**config.mk**
```make
export PLATFORM = sky130hd
export DESIGN_NAME = motion_event_interrupt_control
export DESIGN_NICKNAME = d
export VERILOG_FILES = /design/src/rtl/rate_tick.v /design/src/rtl/motion_event_interrupt_control.v
export VERILOG_INCLUDE_DIRS = /design/src /design/src/rtl
export SDC_FILE = /design/constraint.sdc
export NUM_CORES = 1
export LEC_CHECK = 0
export ABC_AREA = 1
export BUFFER_PORTS_ARGS = -buffer_cell sky130_fd_sc_hd__buf_2
export CAP_MARGIN = 5
export CORE_MARGIN = 5
export CORE_UTILIZATION = 45
export CTS_CLUSTER_DIAMETER = 40
export CTS_CLUSTER_SIZE = 10
export DETAILED_ROUTE_END_ITERATION = 10
export PLACE_DENSITY = 0.73
export SETUP_SLACK_MARGIN = 0.02
export SLEW_MARGIN = 30
export SYNTH_ARGS = -nofsm -noshare
export SYNTH_HDL_FRONTEND = slang
export SYNTH_SLANG_ARGS = --single-unit
```
**constraint.sdc**
```tcl
create_clock -name pclk -period 4.5 [get_ports pclk]
set_input_delay 0.225 -clock pclk [delete_from_list [all_inputs] [get_ports pclk]]
set_output_delay 0.225 -clock pclk [all_outputs]
set_load 0.02 [all_outputs]
```
**src/rtl/motion_event_defs.vh**
```
// register map, field positions, reset values and timing constants of the motion event block
`ifndef MOTION_EVENT_DEFS_VH
`define MOTION_EVENT_DEFS_VH
// register word indices (byte address = index * 4)
`define IDX_REL          8'h1a
`define IDX_CTRL1        8'h1b
`define IDX_CTRL2        8'h1c
`define IDX_CTRL3        8'h1d
`define IDX_CTRL4        8'h1e
`define IDX_CTRL5        8'h1f
`define IDX_INTCTL1      8'h22
`define IDX_INTCTL2      8'h23
`define IDX_INTCTL3      8'h24
`define IDX_STATUS       8'h15
`define IDX_EVSTAT1      8'h16
`define IDX_EVSTAT2      8'h17
`define IDX_EVSTAT3      8'h18
`define IDX_FREEFALL_THRESHOLD_REGISTER         8'h32
`define IDX_FFCNT        8'h33
`define IDX_FFCTL        8'h34
`define IDX_WUTH         8'h30
`define IDX_WUTMR        8'h31
`define IDX_TILTTMR      8'h29
`define IDX_TILTANG      8'h2a
`define IDX_TAPLO        8'h2b
`define IDX_TAPHI        8'h2c
`define IDX_ODR          8'h2d
`define IDX_ACCX         8'h40
`define IDX_ACCY         8'h41
`define IDX_ACCZ         8'h42
`define IDX_TAPIN        8'h43
// control 1 bits
`define CTRL1_TILT       0
`define CTRL1_TAP        2
// control 4 bits
`define CTRL4_SLEEP      6
`define CTRL4_WAKE       7
// control 5 bits
`define CTRL5_MANSLEEP   0
// interrupt control 1 bits
`define INT_LATCH_SEL    3
`define INT_POLARITY     4
`define INT_PIN_EN       5
// free-fall control bit
`define FFCTL_EN         7
// status bits
`define STATUS_INT       4
`define STATUS_WAKE      0
// event status 3 bits
`define EV3_WAKE         3
`define EV3_SLEEP        4
`define EV3_FREEFALL     7
`define EV3_TAP          2
`define EV3_TILT         0
// reset values
`define RST_ODR          8'h04
`define RST_TILTANG      8'h0c
// timing
`define CLK_HZ           20000000
`define PULSE_NS         50000
`define PULSE_CYC        ((`PULSE_NS * (`CLK_HZ / 1000000)) / 1000)
`define APB_UNMAPPED     32'h0000_0000
`endif

```
**src/rtl/rate_tick.v**
```verilog
// divider that makes one tick per period of a programmed output data rate
`timescale 1ns/1ps
module rate_tick #(
    parameter DIV_W = 16
) (
    // clock and reset
    input  wire             pclk,
    input  wire             presetn,
    // rate code: period = (code + 1) * 256 cycles
    input  wire [7:0]       rate_code,
    // one tick per period
    output reg              tick
);
    reg  [DIV_W-1:0] count;
    wire [DIV_W-1:0] limit = {rate_code, 8'hff};

    always @(posedge pclk or negedge presetn) begin
        if (!presetn) begin
            count <= {DIV_W{1'b0}};
            tick  <= 1'b0;
        end else if (count >= limit) begin
            count <= {DIV_W{1'b0}};
            tick  <= 1'b1;
        end else begin
            count <= count + 1'b1;
            tick  <= 1'b0;
        end
    end
endmodule

```
**src/rtl/motion_event_interrupt_control.v**
```verilog
// motion event engines, their control registers and the interrupt pin behind an apb slave
//
// Chosen here: register access over APB and the placing of the registers.
`timescale 1ns/1ps
`include "motion_event_defs.vh"
module motion_event_interrupt_control (
    // apb slave
    input  wire        pclk,
    input  wire        presetn,
    input  wire        psel,
    input  wire        penable,
    input  wire        pwrite,
    input  wire [11:0] paddr,
    input  wire [31:0] pwdata,
    output reg  [31:0] prdata,
    output reg         pready,
    output reg         pslverr,
    // interrupt pin
    output reg         int_pin
);
    // registers
    reg  [7:0]  ctrl1;
    reg  [7:0]  ctrl2;
    reg  [7:0]  ctrl3;
    reg  [7:0]  ctrl4;
    reg  [7:0]  ctrl5;
    reg  [7:0]  intctl1;
    reg  [7:0]  intctl2;
    reg  [7:0]  intctl3;
    reg  [7:0]  freefall_threshold_register;
    reg  [7:0]  ffcnt;
    reg  [7:0]  ffctl;
    reg  [7:0]  wuth;
    reg  [7:0]  wutmr;
    reg  [7:0]  tilttmr;
    reg  [7:0]  tiltang;
    reg  [7:0]  taplo;
    reg  [7:0]  taphi;
    reg  [7:0]  odr;
    // host-written stand-ins for sensor data, then the event status registers
    reg  [7:0]  accx;
    reg  [7:0]  accy;
    reg  [7:0]  accz;
    reg  [7:0]  tapin;
    reg  [7:0]  evstat1;
    reg  [7:0]  evstat2;
    reg  [7:0]  evstat3;
    // engine state
    reg         wake_state;
    reg  [7:0]  wake_cnt;
    reg  [7:0]  ff_cnt;
    reg  [7:0]  tilt_cnt;
    reg  [5:0]  tilt_pos;
    reg  [5:0]  tilt_cand;
    reg         int_level;
    reg         pulse_busy;
    reg  [15:0] pulse_cnt;
    reg         prev_evt;
    wire        tick_wake;
    wire        tick_tilt;
    wire        tick_tap;
    wire        tick_ff;
    wire        setup = psel && !penable;
    wire        acc_en = psel && penable;
    wire        wr = acc_en && pwrite;
    wire        rd = acc_en && !pwrite;
    wire [7:0]  widx = paddr[9:2];
    wire [7:0]  wd = pwdata[7:0];
    wire        release_rd = rd && (widx == `IDX_REL);
    wire        manual_sleep = wr && (widx == `IDX_CTRL5) && wd[`CTRL5_MANSLEEP];

    function [7:0] absval;
        input [7:0] v;
        begin
            absval = v[7] ? (~v + 8'h01) : v;
        end
    endfunction

    function known;
        input [7:0] a;
        begin
            case (a)
                `IDX_REL, `IDX_CTRL1, `IDX_CTRL2, `IDX_CTRL3, `IDX_CTRL4, `IDX_CTRL5,
                `IDX_INTCTL1, `IDX_INTCTL2, `IDX_INTCTL3, `IDX_STATUS, `IDX_EVSTAT1,
                `IDX_EVSTAT2, `IDX_EVSTAT3, `IDX_FREEFALL_THRESHOLD_REGISTER, `IDX_FFCNT, `IDX_FFCTL, `IDX_WUTH,
                `IDX_WUTMR, `IDX_TILTTMR, `IDX_TILTANG, `IDX_TAPLO, `IDX_TAPHI, `IDX_ODR,
                `IDX_ACCX, `IDX_ACCY, `IDX_ACCZ, `IDX_TAPIN: known = 1'b1;
                default: known = 1'b0;
            endcase
        end
    endfunction

    // per-engine data rate ticks
    rate_tick #(.DIV_W(16)) u_wake (.pclk(pclk), .presetn(presetn), .rate_code({4'h0, odr[3:0]}),
        .tick(tick_wake));
    rate_tick #(.DIV_W(16)) u_tilt (.pclk(pclk), .presetn(presetn), .rate_code({4'h0, odr[7:4]}),
        .tick(tick_tilt));
    rate_tick #(.DIV_W(16)) u_tap (.pclk(pclk), .presetn(presetn), .rate_code({4'h0, ctrl3[3:0]}),
        .tick(tick_tap));
    rate_tick #(.DIV_W(16)) u_ff (.pclk(pclk), .presetn(presetn), .rate_code({5'h00, ffctl[2:0]}),
        .tick(tick_ff));

    // wake-up axis test over unmasked axes
    wire over_wake = (intctl2[0] && absval(accx) > wuth) ||
                     (intctl2[1] && absval(accy) > wuth) ||
                     (intctl2[2] && absval(accz) > wuth);
    wire under_ff = absval(accx) < freefall_threshold_register && absval(accy) < freefall_threshold_register && absval(accz) < freefall_threshold_register;
    // tilt orientation: one-hot of six faces, z faces when z beyond angle
    wire [5:0] orient = (absval(accz) > tiltang) ? (accz[7] ? 6'h01 : 6'h02) :
                        (absval(accx) >= absval(accy)) ? (accx[7] ? 6'h20 : 6'h10) :
                        (accy[7] ? 6'h08 : 6'h04);
    wire tap_ok = (tapin > taplo) && (tapin < taphi);
    wire [5:0] tap_dir = orient & intctl3[5:0];

    // engine events
    reg         ev_wake;
    reg         ev_sleep;
    reg         ev_ff;
    reg         ev_tilt;
    reg         ev_tap;
    always @* begin
        ev_wake  = ctrl4[`CTRL4_WAKE] && tick_wake && over_wake &&
                   (wake_cnt + 8'h01 >= wutmr) && !wake_state;
        ev_sleep = ctrl4[`CTRL4_SLEEP] && tick_wake && !over_wake && wake_state &&
                   (wake_cnt + 8'h01 >= wutmr);
        ev_ff    = ffctl[`FFCTL_EN] && tick_ff && under_ff && (ff_cnt + 8'h01 >= ffcnt);
        ev_tilt  = ctrl1[`CTRL1_TILT] && tick_tilt && orient == tilt_cand && orient != tilt_pos &&
                   (tilt_cnt + 8'h01 >= tilttmr) && |(orient & ctrl2[5:0]);
        ev_tap   = ctrl1[`CTRL1_TAP] && tick_tap && tap_ok && |tap_dir;
    end
    wire any_evt = ev_wake | ev_sleep | ev_ff | ev_tilt | ev_tap;

    // engine timers
    always @(posedge pclk or negedge presetn) begin
        if (!presetn) begin
            wake_cnt  <= 8'h00;
            ff_cnt    <= 8'h00;
            tilt_cnt  <= 8'h00;
            tilt_pos  <= 6'h00;
            tilt_cand <= 6'h00;
            wake_state <= 1'b0;
        end else begin
            if (!ctrl4[`CTRL4_WAKE] && !ctrl4[`CTRL4_SLEEP])
                wake_cnt <= 8'h00;
            else if (tick_wake) begin
                if (ev_wake || ev_sleep || (over_wake == wake_state))
                    wake_cnt <= 8'h00;
                else
                    wake_cnt <= wake_cnt + 8'h01;
            end
            if (ev_wake)
                wake_state <= 1'b1;
            else if (manual_sleep || ev_sleep)
                wake_state <= 1'b0;
            if (!ffctl[`FFCTL_EN])
                ff_cnt <= 8'h00;
            else if (tick_ff)
                ff_cnt <= (under_ff && !ev_ff) ? ff_cnt + 8'h01 : 8'h00;
            if (!ctrl1[`CTRL1_TILT]) begin
                tilt_cnt <= 8'h00;
            end else if (tick_tilt) begin
                if (orient != tilt_cand) begin
                    tilt_cand <= orient;
                    tilt_cnt  <= 8'h00;
                end else if (tilt_cnt + 8'h01 >= tilttmr) begin
                    tilt_pos <= orient;
                    tilt_cnt <= 8'h00;
                end else begin
                    tilt_cnt <= tilt_cnt + 8'h01;
                end
            end
        end
    end

    // apb register access; sticky flags, set wins over release
    always @(posedge pclk or negedge presetn) begin
        if (!presetn) begin
            {ctrl1, ctrl2, ctrl3, ctrl4, ctrl5} <= {5{8'h00}};
            {intctl1, intctl2, intctl3} <= {3{8'h00}};
            {freefall_threshold_register, ffcnt, ffctl, wuth, wutmr, tilttmr, taplo, taphi} <= {8{8'h00}};
            {accx, accy, accz, tapin} <= {4{8'h00}};
            tiltang <= `RST_TILTANG;
            odr     <= `RST_ODR;
            {evstat1, evstat2, evstat3} <= {3{8'h00}};
            prdata  <= 32'h0000_0000;
            pready  <= 1'b0;
            pslverr <= 1'b0;
        end else begin
            pready  <= setup;
            pslverr <= setup && !known(paddr[9:2]);
            if (wr && pready) begin
                case (widx)
                    `IDX_CTRL1:   ctrl1   <= wd;
                    `IDX_CTRL2:   ctrl2   <= wd;
                    `IDX_CTRL3:   ctrl3   <= wd;
                    `IDX_CTRL4:   ctrl4   <= wd;
                    `IDX_CTRL5:   ctrl5   <= wd & 8'hfe;
                    `IDX_INTCTL1: intctl1 <= wd;
                    `IDX_INTCTL2: intctl2 <= wd;
                    `IDX_INTCTL3: intctl3 <= wd;
                    `IDX_FREEFALL_THRESHOLD_REGISTER:    freefall_threshold_register    <= wd;
                    `IDX_FFCNT:   ffcnt   <= wd;
                    `IDX_FFCTL:   ffctl   <= wd;
                    `IDX_WUTH:    wuth    <= wd;
                    `IDX_WUTMR:   wutmr   <= wd;
                    `IDX_TILTTMR: tilttmr <= wd;
                    `IDX_TILTANG: tiltang <= wd;
                    `IDX_TAPLO:   taplo   <= wd;
                    `IDX_TAPHI:   taphi   <= wd;
                    `IDX_ODR:     odr     <= wd;
                    `IDX_ACCX:    accx    <= wd;
                    `IDX_ACCY:    accy    <= wd;
                    `IDX_ACCZ:    accz    <= wd;
                    `IDX_TAPIN:   tapin   <= wd;
                    default: ;
                endcase
            end
            if (release_rd && pready) begin
                evstat1 <= ev_tap ? {2'b00, tap_dir} : 8'h00;
                evstat2 <= ev_tilt ? {2'b00, orient} : 8'h00;
                evstat3 <= {ev_ff, 2'b00, ev_sleep, ev_wake, ev_tap, 1'b0, ev_tilt};
            end else begin
                if (ev_tap)
                    evstat1 <= evstat1 | {2'b00, tap_dir};
                if (ev_tilt)
                    evstat2 <= {2'b00, orient};
                evstat3 <= evstat3 | {ev_ff, 2'b00, ev_sleep, ev_wake, ev_tap, 1'b0, ev_tilt};
            end
            if (setup && !pwrite) begin // read data stands by the access edge
                case (widx)
                    `IDX_CTRL1:   prdata <= {24'h0, ctrl1};
                    `IDX_CTRL2:   prdata <= {24'h0, ctrl2};
                    `IDX_CTRL3:   prdata <= {24'h0, ctrl3};
                    `IDX_CTRL4:   prdata <= {24'h0, ctrl4};
                    `IDX_CTRL5:   prdata <= {24'h0, ctrl5};
                    `IDX_INTCTL1: prdata <= {24'h0, intctl1};
                    `IDX_INTCTL2: prdata <= {24'h0, intctl2};
                    `IDX_INTCTL3: prdata <= {24'h0, intctl3};
                    `IDX_STATUS:  prdata <= {27'h0, |evstat3, 3'h0, wake_state};
                    `IDX_EVSTAT1: prdata <= {24'h0, evstat1};
                    `IDX_EVSTAT2: prdata <= {24'h0, evstat2};
                    `IDX_EVSTAT3: prdata <= {24'h0, evstat3};
                    `IDX_FREEFALL_THRESHOLD_REGISTER:    prdata <= {24'h0, freefall_threshold_register};
                    `IDX_FFCNT:   prdata <= {24'h0, ffcnt};
                    `IDX_FFCTL:   prdata <= {24'h0, ffctl};
                    `IDX_WUTH:    prdata <= {24'h0, wuth};
                    `IDX_WUTMR:   prdata <= {24'h0, wutmr};
                    `IDX_TILTTMR: prdata <= {24'h0, tilttmr};
                    `IDX_TILTANG: prdata <= {24'h0, tiltang};
                    `IDX_TAPLO:   prdata <= {24'h0, taplo};
                    `IDX_TAPHI:   prdata <= {24'h0, taphi};
                    `IDX_ODR:     prdata <= {24'h0, odr};
                    `IDX_ACCX:    prdata <= {24'h0, accx};
                    `IDX_ACCY:    prdata <= {24'h0, accy};
                    `IDX_ACCZ:    prdata <= {24'h0, accz};
                    `IDX_TAPIN:   prdata <= {24'h0, tapin};
                    default:      prdata <= `APB_UNMAPPED;
                endcase
            end
        end
    end

    // interrupt pin: latched level or fixed pulse, gated and polarised
    always @(posedge pclk or negedge presetn) begin
        if (!presetn) begin
            int_level  <= 1'b0;
            pulse_busy <= 1'b0;
            pulse_cnt  <= 16'h0000;
            prev_evt   <= 1'b0;
            int_pin    <= 1'b1;
        end else begin
            prev_evt <= any_evt;
            if (any_evt)
                int_level <= 1'b1;
            else if (release_rd && pready)
                int_level <= 1'b0;
            if (any_evt && !prev_evt) begin
                pulse_busy <= 1'b1;
                pulse_cnt  <= 16'h0000;
            end else if (pulse_busy) begin
                if (pulse_cnt == `PULSE_CYC - 1)
                    pulse_busy <= 1'b0;
                pulse_cnt <= pulse_cnt + 16'h0001;
            end
            int_pin <= ((intctl1[`INT_PIN_EN] &&
                        (intctl1[`INT_LATCH_SEL] ? pulse_busy : int_level))
                        ^ ~intctl1[`INT_POLARITY]);
        end
    end
endmodule

```
==> impl_summary.log, run 1 <==
INFO  metric clk_transition_reported_paths = 0.05 ns
INFO  metric final_core_util = 0.5162
INFO  metric clock-skew-final = 0.02267 ns
INFO  metric finalCritPeriodShare = 0.9119
INFO  metric vias = 15600
INFO  metric finish.net_count = 2438
INFO  metric design_power_total = 0.007276 W
INFO  metric antennaDiodeCount = 0
INFO  metric drive_above_1_share = 0.08163
INFO  metric cp-start-kind = flip-flop
INFO  metric power.share.sequential = 0.413
INFO  metric cp-endpoint = pulse_cnt[4]
INFO  metric largest_net_degree_at_the_start_of_global_routing = 108
INFO  metric initial_core_util = 0.4557
INFO  metric crit_path_capture_type = flip-flop
INFO  metric cts-buffers-inserted = 50
INFO  metric weighted_congestion_at_the_end_of_routability_driven_global_placement = 0.9563
INFO  metric syn_avg_cell_area = 8.219 µm²
INFO  metric rsz0062_at_grt = no
INFO  metric crit_path_required_time = 4.93 ns
INFO  metric yosysUniqueCellTypes = 55
INFO  metric power_frac_clock = 0.543
INFO  metric drt-initial-drc-count = 1458
INFO  metric clockRootBuffer = sky130_fd_sc_hd__clkbuf_16
INFO  metric switching_share = 0.2322
INFO  metric cellInternalPower = 0.005587 W
INFO  metric max-slew-margin-rel = 0.3292
INFO  metric worst_ep_arrival_time = 4.54 ns
INFO  metric syn_inst = 2208
INFO  metric die_h = 210.8 µm
INFO  metric power-per-cell-area = 354.0 mW/mm²
INFO  metric timing.critical_path.from = accy[0]
INFO  metric drc = 0
INFO  metric areaGrowthSynthToFinish = 13.27%
INFO  metric clkSinkCount = 327
INFO  metric drv_slew = 0
INFO  metric clock_insertion_delay_worst_skew = 0.59 ns
INFO  metric clock_tree.buffer_depth = 3
INFO  metric totalWireLength = 49.90 mm
INFO  metric first_pass_grt_wire_length = 79.86 mm
INFO  metric synth-seq-cells = 327
INFO  metric setup_total_negative_slack = 0 ns
INFO  metric ys.warnings.count = 0
INFO  metric share_of_the_synthesized_area_in_the_top_cell_type = 0.4454
INFO  metric synth_area_leader_cell = sky130_fd_sc_hd__dfrtp_1
INFO  metric drt-pass1-iter-count = 6
INFO  metric critPathMaxFanout = 19
INFO  metric timing.rr.end = pulse_cnt[4]
INFO  metric result_of_the_run = finished clean
INFO  metric max_ir_drop_vdd = 0.0003189 V
INFO  metric post_synthesis_sequential_area_ratio = 0.4512
INFO  metric globalRouteTotalUtil = 0.2223
INFO  metric max_freq = 243.7 MHz
INFO  metric post_cts.repair.setup_buffers = 0
INFO  metric async_flop_share = 1.000
INFO  metric fillCellCount = 3727
INFO  metric quantity_of_gates_resized_following_cts = 0
INFO  metric grt_overflow_total = 0
INFO  metric vias_in_the_first_global_route = 14960
INFO  metric maxCapViolCount = 0
INFO  metric grt_antenna_before_repair = 0
INFO  metric cts_tree = built
INFO  metric ranking_of_synthesized_cells_by_area = sky130_fd_sc_hd__dfrtp_1 45%, sky130_fd_sc_hd__nand2_1 11%, sky130_fd_sc_hd__ha_1 8.7%
INFO  metric wire_per_inst = 17.64 µm
INFO  metric dieWidth = 210.8 µm
INFO  metric synth_enable_flop_cells = 0
INFO  metric worstMarginPinSlew = 1.000 ns
INFO  metric design.die.area = 0.04444 mm²
INFO  metric antenna_violating_nets_post_route = 0
INFO  metric route.detailed.vias_per_inst = 5.517
INFO  metric syn_area = 0.01815 mm²
INFO  metric h-tree-depth = 2
INFO  metric port-buffer-count = 31
INFO  metric core = 0.03982 mm²
INFO  metric timing.final.hold_violations = 0
INFO  metric rows = 73
INFO  metric worst_hold_path_type = in -> reg
INFO  metric hpwl = 35.42 mm
INFO  metric holdBufCountCts = 4
INFO  metric worstRegToRegCells = 20
INFO  metric comb_power_share = 0.044
INFO  metric io-pin-count = 84
INFO  metric rrSetupSlack = 0.40 ns
INFO  metric r2r-start = accy[0]
INFO  metric switching_power = 0.001689 W
INFO  metric post_layout_minimum_cycle_time = 4.104 ns
INFO  metric setup_viol = 0
INFO  metric leakage = 9.453 nW
INFO  metric critPathKind = reg -> reg
INFO  metric synth-main-ff-cell = sky130_fd_sc_hd__dfrtp_1
-- worst max-delay path, cell delays in order (launching register included) --
cell                      delay [ns]
sky130_fd_sc_hd__dfrtp_1        0.45
sky130_fd_sc_hd__inv_1          0.14
sky130_fd_sc_hd__ha_1           0.16
sky130_fd_sc_hd__inv_1          0.05
sky130_fd_sc_hd__nor2_1         0.11
sky130_fd_sc_hd__inv_1          0.08
sky130_fd_sc_hd__o41ai_1        0.32
sky130_fd_sc_hd__xor2_1         0.36
sky130_fd_sc_hd__inv_1          0.09
sky130_fd_sc_hd__ha_1           0.28
sky130_fd_sc_hd__nand2_1        0.06
sky130_fd_sc_hd__o21a_1         0.22
sky130_fd_sc_hd__a21oi_2        0.29
sky130_fd_sc_hd__nand2_1        0.17
sky130_fd_sc_hd__nand2_1        0.09
sky130_fd_sc_hd__nand2_1        0.08
sky130_fd_sc_hd__nor2_4         0.11
sky130_fd_sc_hd__nand4_4        0.26
sky130_fd_sc_hd__o21ai_4        0.22
sky130_fd_sc_hd__buf_4          0.29
sky130_fd_sc_hd__a21oi_1        0.11
-- power groups by stage --
stage | Sequential [W] | Combinational, W | Clock, W
finish | 0.00300 | 0.000319 | 0.00395
global route | 0.00301 | 0.000355 | 0.00416
CTS | 0.00300 | 0.000317 | 0.00402
detailed placement | 0.00305 | 0.000312 | 0
global placement | 0.00305 | 0.000302 | 0
floorplan | 0.00305 | 0.000185 | 0
-- stage by stage --
step,cells,hold slack [ns],area (µm²),setup slack (ns)
2_1_floorplan,2244,-0.07059,18280,1.277
3_3_place_gp,2729,0.3245,18780,0.6676
3_5_place_dp,2731,0.3320,18790,0.5408
4_1_cts,2827,0.04366,20550,0.4875
5_1_grt,2828,0.09439,20560,0.1304
6_report,2828,0.04687,20560,0.3963
-- Yosys cell counts (5+ instances only) --
cell type                   count
sky130_fd_sc_hd__a211oi_1       7
sky130_fd_sc_hd__a21oi_1       72
sky130_fd_sc_hd__a21oi_2       10
sky130_fd_sc_hd__a221oi_1      14
sky130_fd_sc_hd__a22o_1         5
sky130_fd_sc_hd__a32o_1         8
sky130_fd_sc_hd__buf_2          9
sky130_fd_sc_hd__buf_4         24
sky130_fd_sc_hd__clkbuf_1      48
sky130_fd_sc_hd__dfrtp_1      323
sky130_fd_sc_hd__ha_1         126
sky130_fd_sc_hd__inv_1        268
sky130_fd_sc_hd__inv_2          9
sky130_fd_sc_hd__nand2_1      521
sky130_fd_sc_hd__nand2_2        7
sky130_fd_sc_hd__nand3_1       81
sky130_fd_sc_hd__nand3b_1       5
sky130_fd_sc_hd__nand4_1       22
sky130_fd_sc_hd__nor2_1       149
sky130_fd_sc_hd__nor2_2         5
sky130_fd_sc_hd__nor2_4         7
sky130_fd_sc_hd__nor3_1        42
sky130_fd_sc_hd__nor3b_1       16
sky130_fd_sc_hd__nor4_1        17
sky130_fd_sc_hd__o2111ai_1      5
sky130_fd_sc_hd__o211ai_1       9
sky130_fd_sc_hd__o21ai_0      259
sky130_fd_sc_hd__o22ai_1       41
sky130_fd_sc_hd__xnor2_1       11
sky130_fd_sc_hd__xor2_1        35
-- layer usage --
| metal | GRT usage | part of all wire | vias to the layer above |
|---|---|---|---|
| li1 | - | - | 7392 |
| met1 | 0.3095 | 0.43 | 7491 |
| met2 | 0.3516 | 0.45 | 608 |
| met3 | 0.04159 | 0.079 | 112 |
| met4 | 0.07668 | 0.033 | 0 |
| met5 | 0 | 0 | - |
-- cell usage in the layout (no fill, tap or decap), types with 10 or more instances in the layout --
master,netlist,layout
sky130_fd_sc_hd__clkbuf_1,48,14
sky130_fd_sc_hd__nor3b_1,16,16
sky130_fd_sc_hd__xnor2_1,11,11
sky130_fd_sc_hd__a21oi_1,72,72
sky130_fd_sc_hd__dfrtp_1,323,323
sky130_fd_sc_hd__nand3_1,81,81
sky130_fd_sc_hd__nor4_1,17,17
sky130_fd_sc_hd__inv_2,9,14
sky130_fd_sc_hd__nor2_1,149,149
sky130_fd_sc_hd__o22ai_1,41,41
sky130_fd_sc_hd__buf_2,9,32
sky130_fd_sc_hd__inv_1,268,261
sky130_fd_sc_hd__nand2_1,521,521
sky130_fd_sc_hd__xor2_1,35,35
sky130_fd_sc_hd__nand4_1,22,22
sky130_fd_sc_hd__ha_1,126,126
sky130_fd_sc_hd__buf_4,24,10
sky130_fd_sc_hd__a221oi_1,14,14
sky130_fd_sc_hd__nor3_1,42,42
sky130_fd_sc_hd__clkbuf_16,0,51
sky130_fd_sc_hd__conb_1,1,37
sky130_fd_sc_hd__a21oi_2,10,10
sky130_fd_sc_hd__o21ai_0,259,259
-- sequential cells by signal (all words and copies together) (netlist names), 16 cells and up --
register and count:
u_tap.count 16, u_wake.count 16, u_ff.count 16, u_tilt.count 16
pulse_cnt 16
-- how the worst min path moves through the flow --
stage,slack [ns],endpoint,from,cells after the start
finish,0.05,pslverr,paddr[8],3
CTS,0.04,pslverr,paddr[8],3
detailed placement,0.33,u_tap.count[6],presetn,1
global placement,0.32,u_tap.count[7],presetn,1
floorplan,-0.07,accx[0],presetn,0
global route,0.09,evstat1[0],pwrite,3
-- cells by family (layout without fill, tap and decap cells) --
logic type	after synthesis	count (layout)	share of synthesized area
adders and majority gates	126	126	0.08687
and+or+nand+nor	893	893	0.2149
xor gates and xnor gates	46	46	0.02220
buffers and inverters	363	422	0.08191
DFF	327	327	0.4512
AOI/OAI and AO/OA	451	451	0.1422
other	1	37	0.0002066
muxes	1	1	0.0005516
-- layout make-up --
class                   count  area (µm²)  area share
multi-input cells        1554        8608      0.4188
repair buffers             50       337.8     0.01643
clock inverters            21       302.8     0.01473
well taps                 525       656.9     0.03196
inverters                 280        1051     0.05113
clock buffers              71        1411     0.06866
flip-flops and latches    327        8188      0.3983
No activity file was read; power rests on OpenSTA's default activity.
==> run 2, diff against run 1 <==
- PLACE_DENSITY: 0.73 -> 0.6
- RECOVER_POWER: default -> 100
==> run 2 against run 1 <==
The flow now finishes with violations (max-capacitance violations, max-slew violations). Clock skew fell by 0.0014 ns. Setup slack improved by 0.036 ns. Cell area rose by 0.41%. Largest power group unchanged.
==> impl_summary.log, run 2 (synthesis results as in run 1) <==
INFO  metric result_of_the_run = finished with violations (was finished clean)
INFO  metric clockRootBuffer = sky130_fd_sc_hd__clkbuf_16 (unchanged)
INFO  metric met2_length = 22.72 mm (was 22.61 mm)
INFO  metric power.share.sequential = 0.400 (was 0.413)
INFO  metric totalWireLength = 51.87 mm (was 49.90 mm)
INFO  metric biggest_cell_delay_along_the_critical_path = 0.44 ns (was 0.45 ns)
INFO  metric dr.max_layer_used = met5 (was met4)
INFO  metric critical-path-top-delay-family = simple AND/OR/NAND/NOR gates (was compound AO/OA/AOI/OAI gates)
INFO  metric clk_transition_reported_paths = 0.05 ns (about the same)
INFO  metric core = 0.03982 mm² (unchanged)
INFO  metric instance_count_after_placement_with_tap_cells_included = 2738 (was 2731)
INFO  metric max_ir_drop_vdd = 0.0002976 V (was 0.0003189 V)
INFO  metric crit_path_capture_type = flip-flop (unchanged)
INFO  metric vias = 15300 (was 15600)
INFO  metric io-pin-count = 84 (unchanged)
INFO  metric timing.critical_path.from = accy[0] (unchanged)
INFO  metric worst_hold_path_type = in -> reg (unchanged)
INFO  metric timing.critical_path.buf_inv = 5 (unchanged)
INFO  metric max-slew-margin-rel = -0.5446 (was 0.3292)
INFO  metric multiInputGateArea = 0.008566 mm² (was 0.008608 mm²)
INFO  metric antenna_violating_nets_post_route = 0 (unchanged)
INFO  metric initial_core_util = 0.4557 (unchanged)
INFO  metric route.detailed.vias_per_inst = 5.386 (was 5.517)
INFO  metric weighted_congestion_at_the_end_of_routability_driven_global_placement = 0.9484 (was 0.9563)
INFO  metric cp-start-kind = flip-flop (unchanged)
INFO  metric post_cts.repair.setup_buffers = 0 (unchanged)
INFO  metric clock-skew-final = 0.02128 ns (was 0.02267 ns)
INFO  metric layout_common_cells = 523 x sky130_fd_sc_hd__nand2_1, 323 x sky130_fd_sc_hd__dfrtp_1, 265 x sky130_fd_sc_hd__inv_1, 259 x sky130_fd_sc_hd__o21ai_0, 150 x sky130_fd_sc_hd__nor2_1 (was 521 x sky130_fd_sc_hd__nand2_1, 323 x sky130_fd_sc_hd__dfrtp_1, 261 x sky130_fd_sc_hd__inv_1, 259 x sky130_fd_sc_hd__o21ai_0, 149 x sky130_fd_sc_hd__nor2_1)
INFO  metric min_from = pwrite (was paddr[8])
INFO  metric areaGrowthSynthToFinish = 13.74% (was 13.27%)
INFO  metric port-buffer-count = 31 (unchanged)
INFO  metric comb_power_share = 0.042 (was 0.044)
INFO  metric power-per-cell-area = 364.4 mW/mm² (was 354.0 mW/mm²)
INFO  metric cellInternalPower = 0.005752 W (was 0.005587 W)
INFO  metric cts_tree = built (unchanged)
INFO  metric met3RoutedLength = 4.124 mm (was 3.963 mm)
INFO  metric setup_viol = 0 (unchanged)
INFO  metric critPathKind = reg -> reg (unchanged)
INFO  metric critPathMaxFanout = 19 (unchanged)
INFO  metric clkSinkCount = 327 (unchanged)
INFO  metric rsz0062_at_grt = no (unchanged)
INFO  metric r2r-start = accy[0] (unchanged)
INFO  metric antennaDiodeCount = 0 (unchanged)
INFO  metric final_design_area_no_fill = 0.02064 mm² (was 0.02056 mm²)
INFO  metric worst_ep_arrival_time = 4.55 ns (was 4.54 ns)
INFO  metric final_core_util = 0.5183 (was 0.5162)
INFO  metric fillCellCount = 3792 (was 3727)
INFO  metric timing.final.hold_violations = 0 (unchanged)
INFO  metric crit_top_cell = sky130_fd_sc_hd__nand2_1
INFO  metric drc = 0 (unchanged)
INFO  metric drive_above_1_share = 0.07387 (was 0.08163)
INFO  metric finish.net_count = 2448 (was 2438)
INFO  metric mostFrequentLayoutCell = sky130_fd_sc_hd__nand2_1 (unchanged)
INFO  metric power_frac_clock = 0.558 (was 0.543)
INFO  metric dp_slack = 0.4878 ns (was 0.5408 ns)
INFO  metric failed_checks = max-capacitance violations, max-slew violations
INFO  metric rows = 73 (unchanged)
INFO  metric post_layout_minimum_cycle_time = 4.068 ns (was 4.104 ns)
INFO  metric wire_per_inst = 18.26 µm (was 17.64 µm)
INFO  metric max_freq = 245.8 MHz (was 243.7 MHz)
INFO  metric final_cells = 2840 (was 2828)
INFO  metric design.die.area = 0.04444 mm² (unchanged)
INFO  metric cts-buffers-inserted = 53 (was 50)
INFO  metric die_h = 210.8 µm (unchanged)
INFO  metric worstMarginPinSlew = 2.317 ns (was 1.000 ns)
INFO  metric drv_slew = 156 (was 0)
INFO  metric setup_slack = 0.4322 ns (was 0.3963 ns)
INFO  metric clock_insertion_delay_worst_skew = 0.60 ns (was 0.59 ns)
INFO  metric switching_power = 0.001770 W (was 0.001689 W)
INFO  metric drt-initial-drc-count = 1300 (was 1458)
INFO  metric vias_in_the_first_global_route = 14580 (was 14960)
INFO  metric critPathSlowestCell = sky130_fd_sc_hd__dfrtp_1 (unchanged)
INFO  metric area_after_detailed_placement = 0.01883 mm² (was 0.01879 mm²)
INFO  metric largest_net_degree_at_the_start_of_global_routing = 96 (was 108)
INFO  metric setup_total_negative_slack = 0 ns (unchanged)
INFO  metric seqCellArea = 0.008188 mm² (unchanged)
INFO  metric leakage = 9.494 nW (was 9.453 nW)
INFO  metric first_pass_grt_wire_length = 81.24 mm (was 79.86 mm)
INFO  metric clock_tree.buffer_depth = 3 (unchanged)
INFO  metric timing.critical_path.cells = inv_1, ha_1, inv_1, nor2_1, inv_1, o41ai_1, xor2_1, inv_1, ha_1, nand2_1, o21a_1, nand2_1, nor2_4, nand3_1, nand2_1, nor2_1, nand2_1, nand2_2, nand2_1, nor2_4, o21ai_4, buf_4, or2_1 (was inv_1, ha_1, inv_1, nor2_1, inv_1, o41ai_1, xor2_1, inv_1, ha_1, nand2_1, o21a_1, a21oi_2, nand2_1, nand2_1, nand2_1, nor2_4, nand4_4, o21ai_4, buf_4, a21oi_1)
INFO  metric grt_antenna_before_repair = 2 (was 0)
INFO  metric finalCritPeriodShare = 0.9039 (was 0.9119)
INFO  metric dieWidth = 210.8 µm (unchanged)
INFO  metric maxCapViolCount = 3 (was 0)
INFO  metric wl_met1 = 23.15 mm (was 21.66 mm)
INFO  metric drt-pass1-iter-count = 7 (was 6)
INFO  metric hpwl = 37.57 mm (was 35.42 mm)
INFO  metric switching_share = 0.2354 (was 0.2322)
INFO  metric grt_overflow_total = 0 (unchanged)
INFO  metric crit_path_required_time = 4.99 ns (was 4.93 ns)
INFO  metric globalRouteTotalUtil = 0.2324 (was 0.2223)
INFO  metric h-tree-depth = 2 (unchanged)
## run 2: changes by cell type in the layout (fill, tap and decap cells not counted), moves of 3 or more
cell,change
sky130_fd_sc_hd__a21oi_2,-8
sky130_fd_sc_hd__a21oi_1,+8
sky130_fd_sc_hd__clkbuf_2,+3
sky130_fd_sc_hd__inv_1,+4
sky130_fd_sc_hd__clkbuf_1,+14
sky130_fd_sc_hd__clkinv_2,+3
sky130_fd_sc_hd__buf_2,-15
## run 2: area by class of cell
cell class,instances,share of cell area
repair buffers,57,0.01528
well taps,525,0.03182
clock inverters,29,0.01994
inverters,280,0.05092
clock buffers,68,0.07038
multi-input cells,1554,0.4150
flip-flops and latches,327,0.3967
## run 2: metal layers
layer,vias to the layer above,GRT usage
li1,7444,-
met1,7249,0.3221
met2,478,0.3595
met3,122,0.05985
met4,2,0.07422
met5,-,0
## run 2: stage by stage
| step | total power (W) | hold WS [ns] |
|---|---|---|
| after floorplan | 0.003233 | -0.07059 |
| after global placement | 0.003365 | 0.2896 |
| after detailed placement | 0.003374 | 0.2940 |
| after CTS | 0.007618 | 0.07612 |
| after global routing | 0.007794 | 0.1208 |
| final | 0.007522 | 0.1160 |
## run 2: what timing repair did
action                    in CTS  in global routing
hold endpoints to repair      87                  0
gates resized for setup        0                  0
hold buffers                   5                  0
## run 2: final timing paths
path / slack, ns / depth (start not counted) / endpoint
max: 0.43 / 23 / int_level
min: 0.12 / 5 / prdata[6]
max reg2reg: 0.43 / 23 / int_level
min reg2reg: 0.45 / 1 / u_tilt.count[0]
max in group asynchronous: 1.06 / 3 / taphi[5]
min in group asynchronous: 0.88 / 2 / taplo[3]
## run 2: power by group through the flow
stage                     combinational, W  sequential [W]  clock [W]
after detailed placement          0.000320         0.00305          0
after global placement            0.000313         0.00305          0
after floorplan                   0.000185         0.00305          0
final                             0.000317         0.00301    0.00420
after CTS                         0.000325         0.00300    0.00429
after global routing              0.000357         0.00301    0.00443
## run 2: worst min-delay path, cell delays in order
cell and delay [ns]:
sky130_fd_sc_hd__buf_2 0.12, sky130_fd_sc_hd__nor2_1 0.05, sky130_fd_sc_hd__buf_4 0.17, sky130_fd_sc_hd__nand2_1 0.07, sky130_fd_sc_hd__nand2_1 0.04
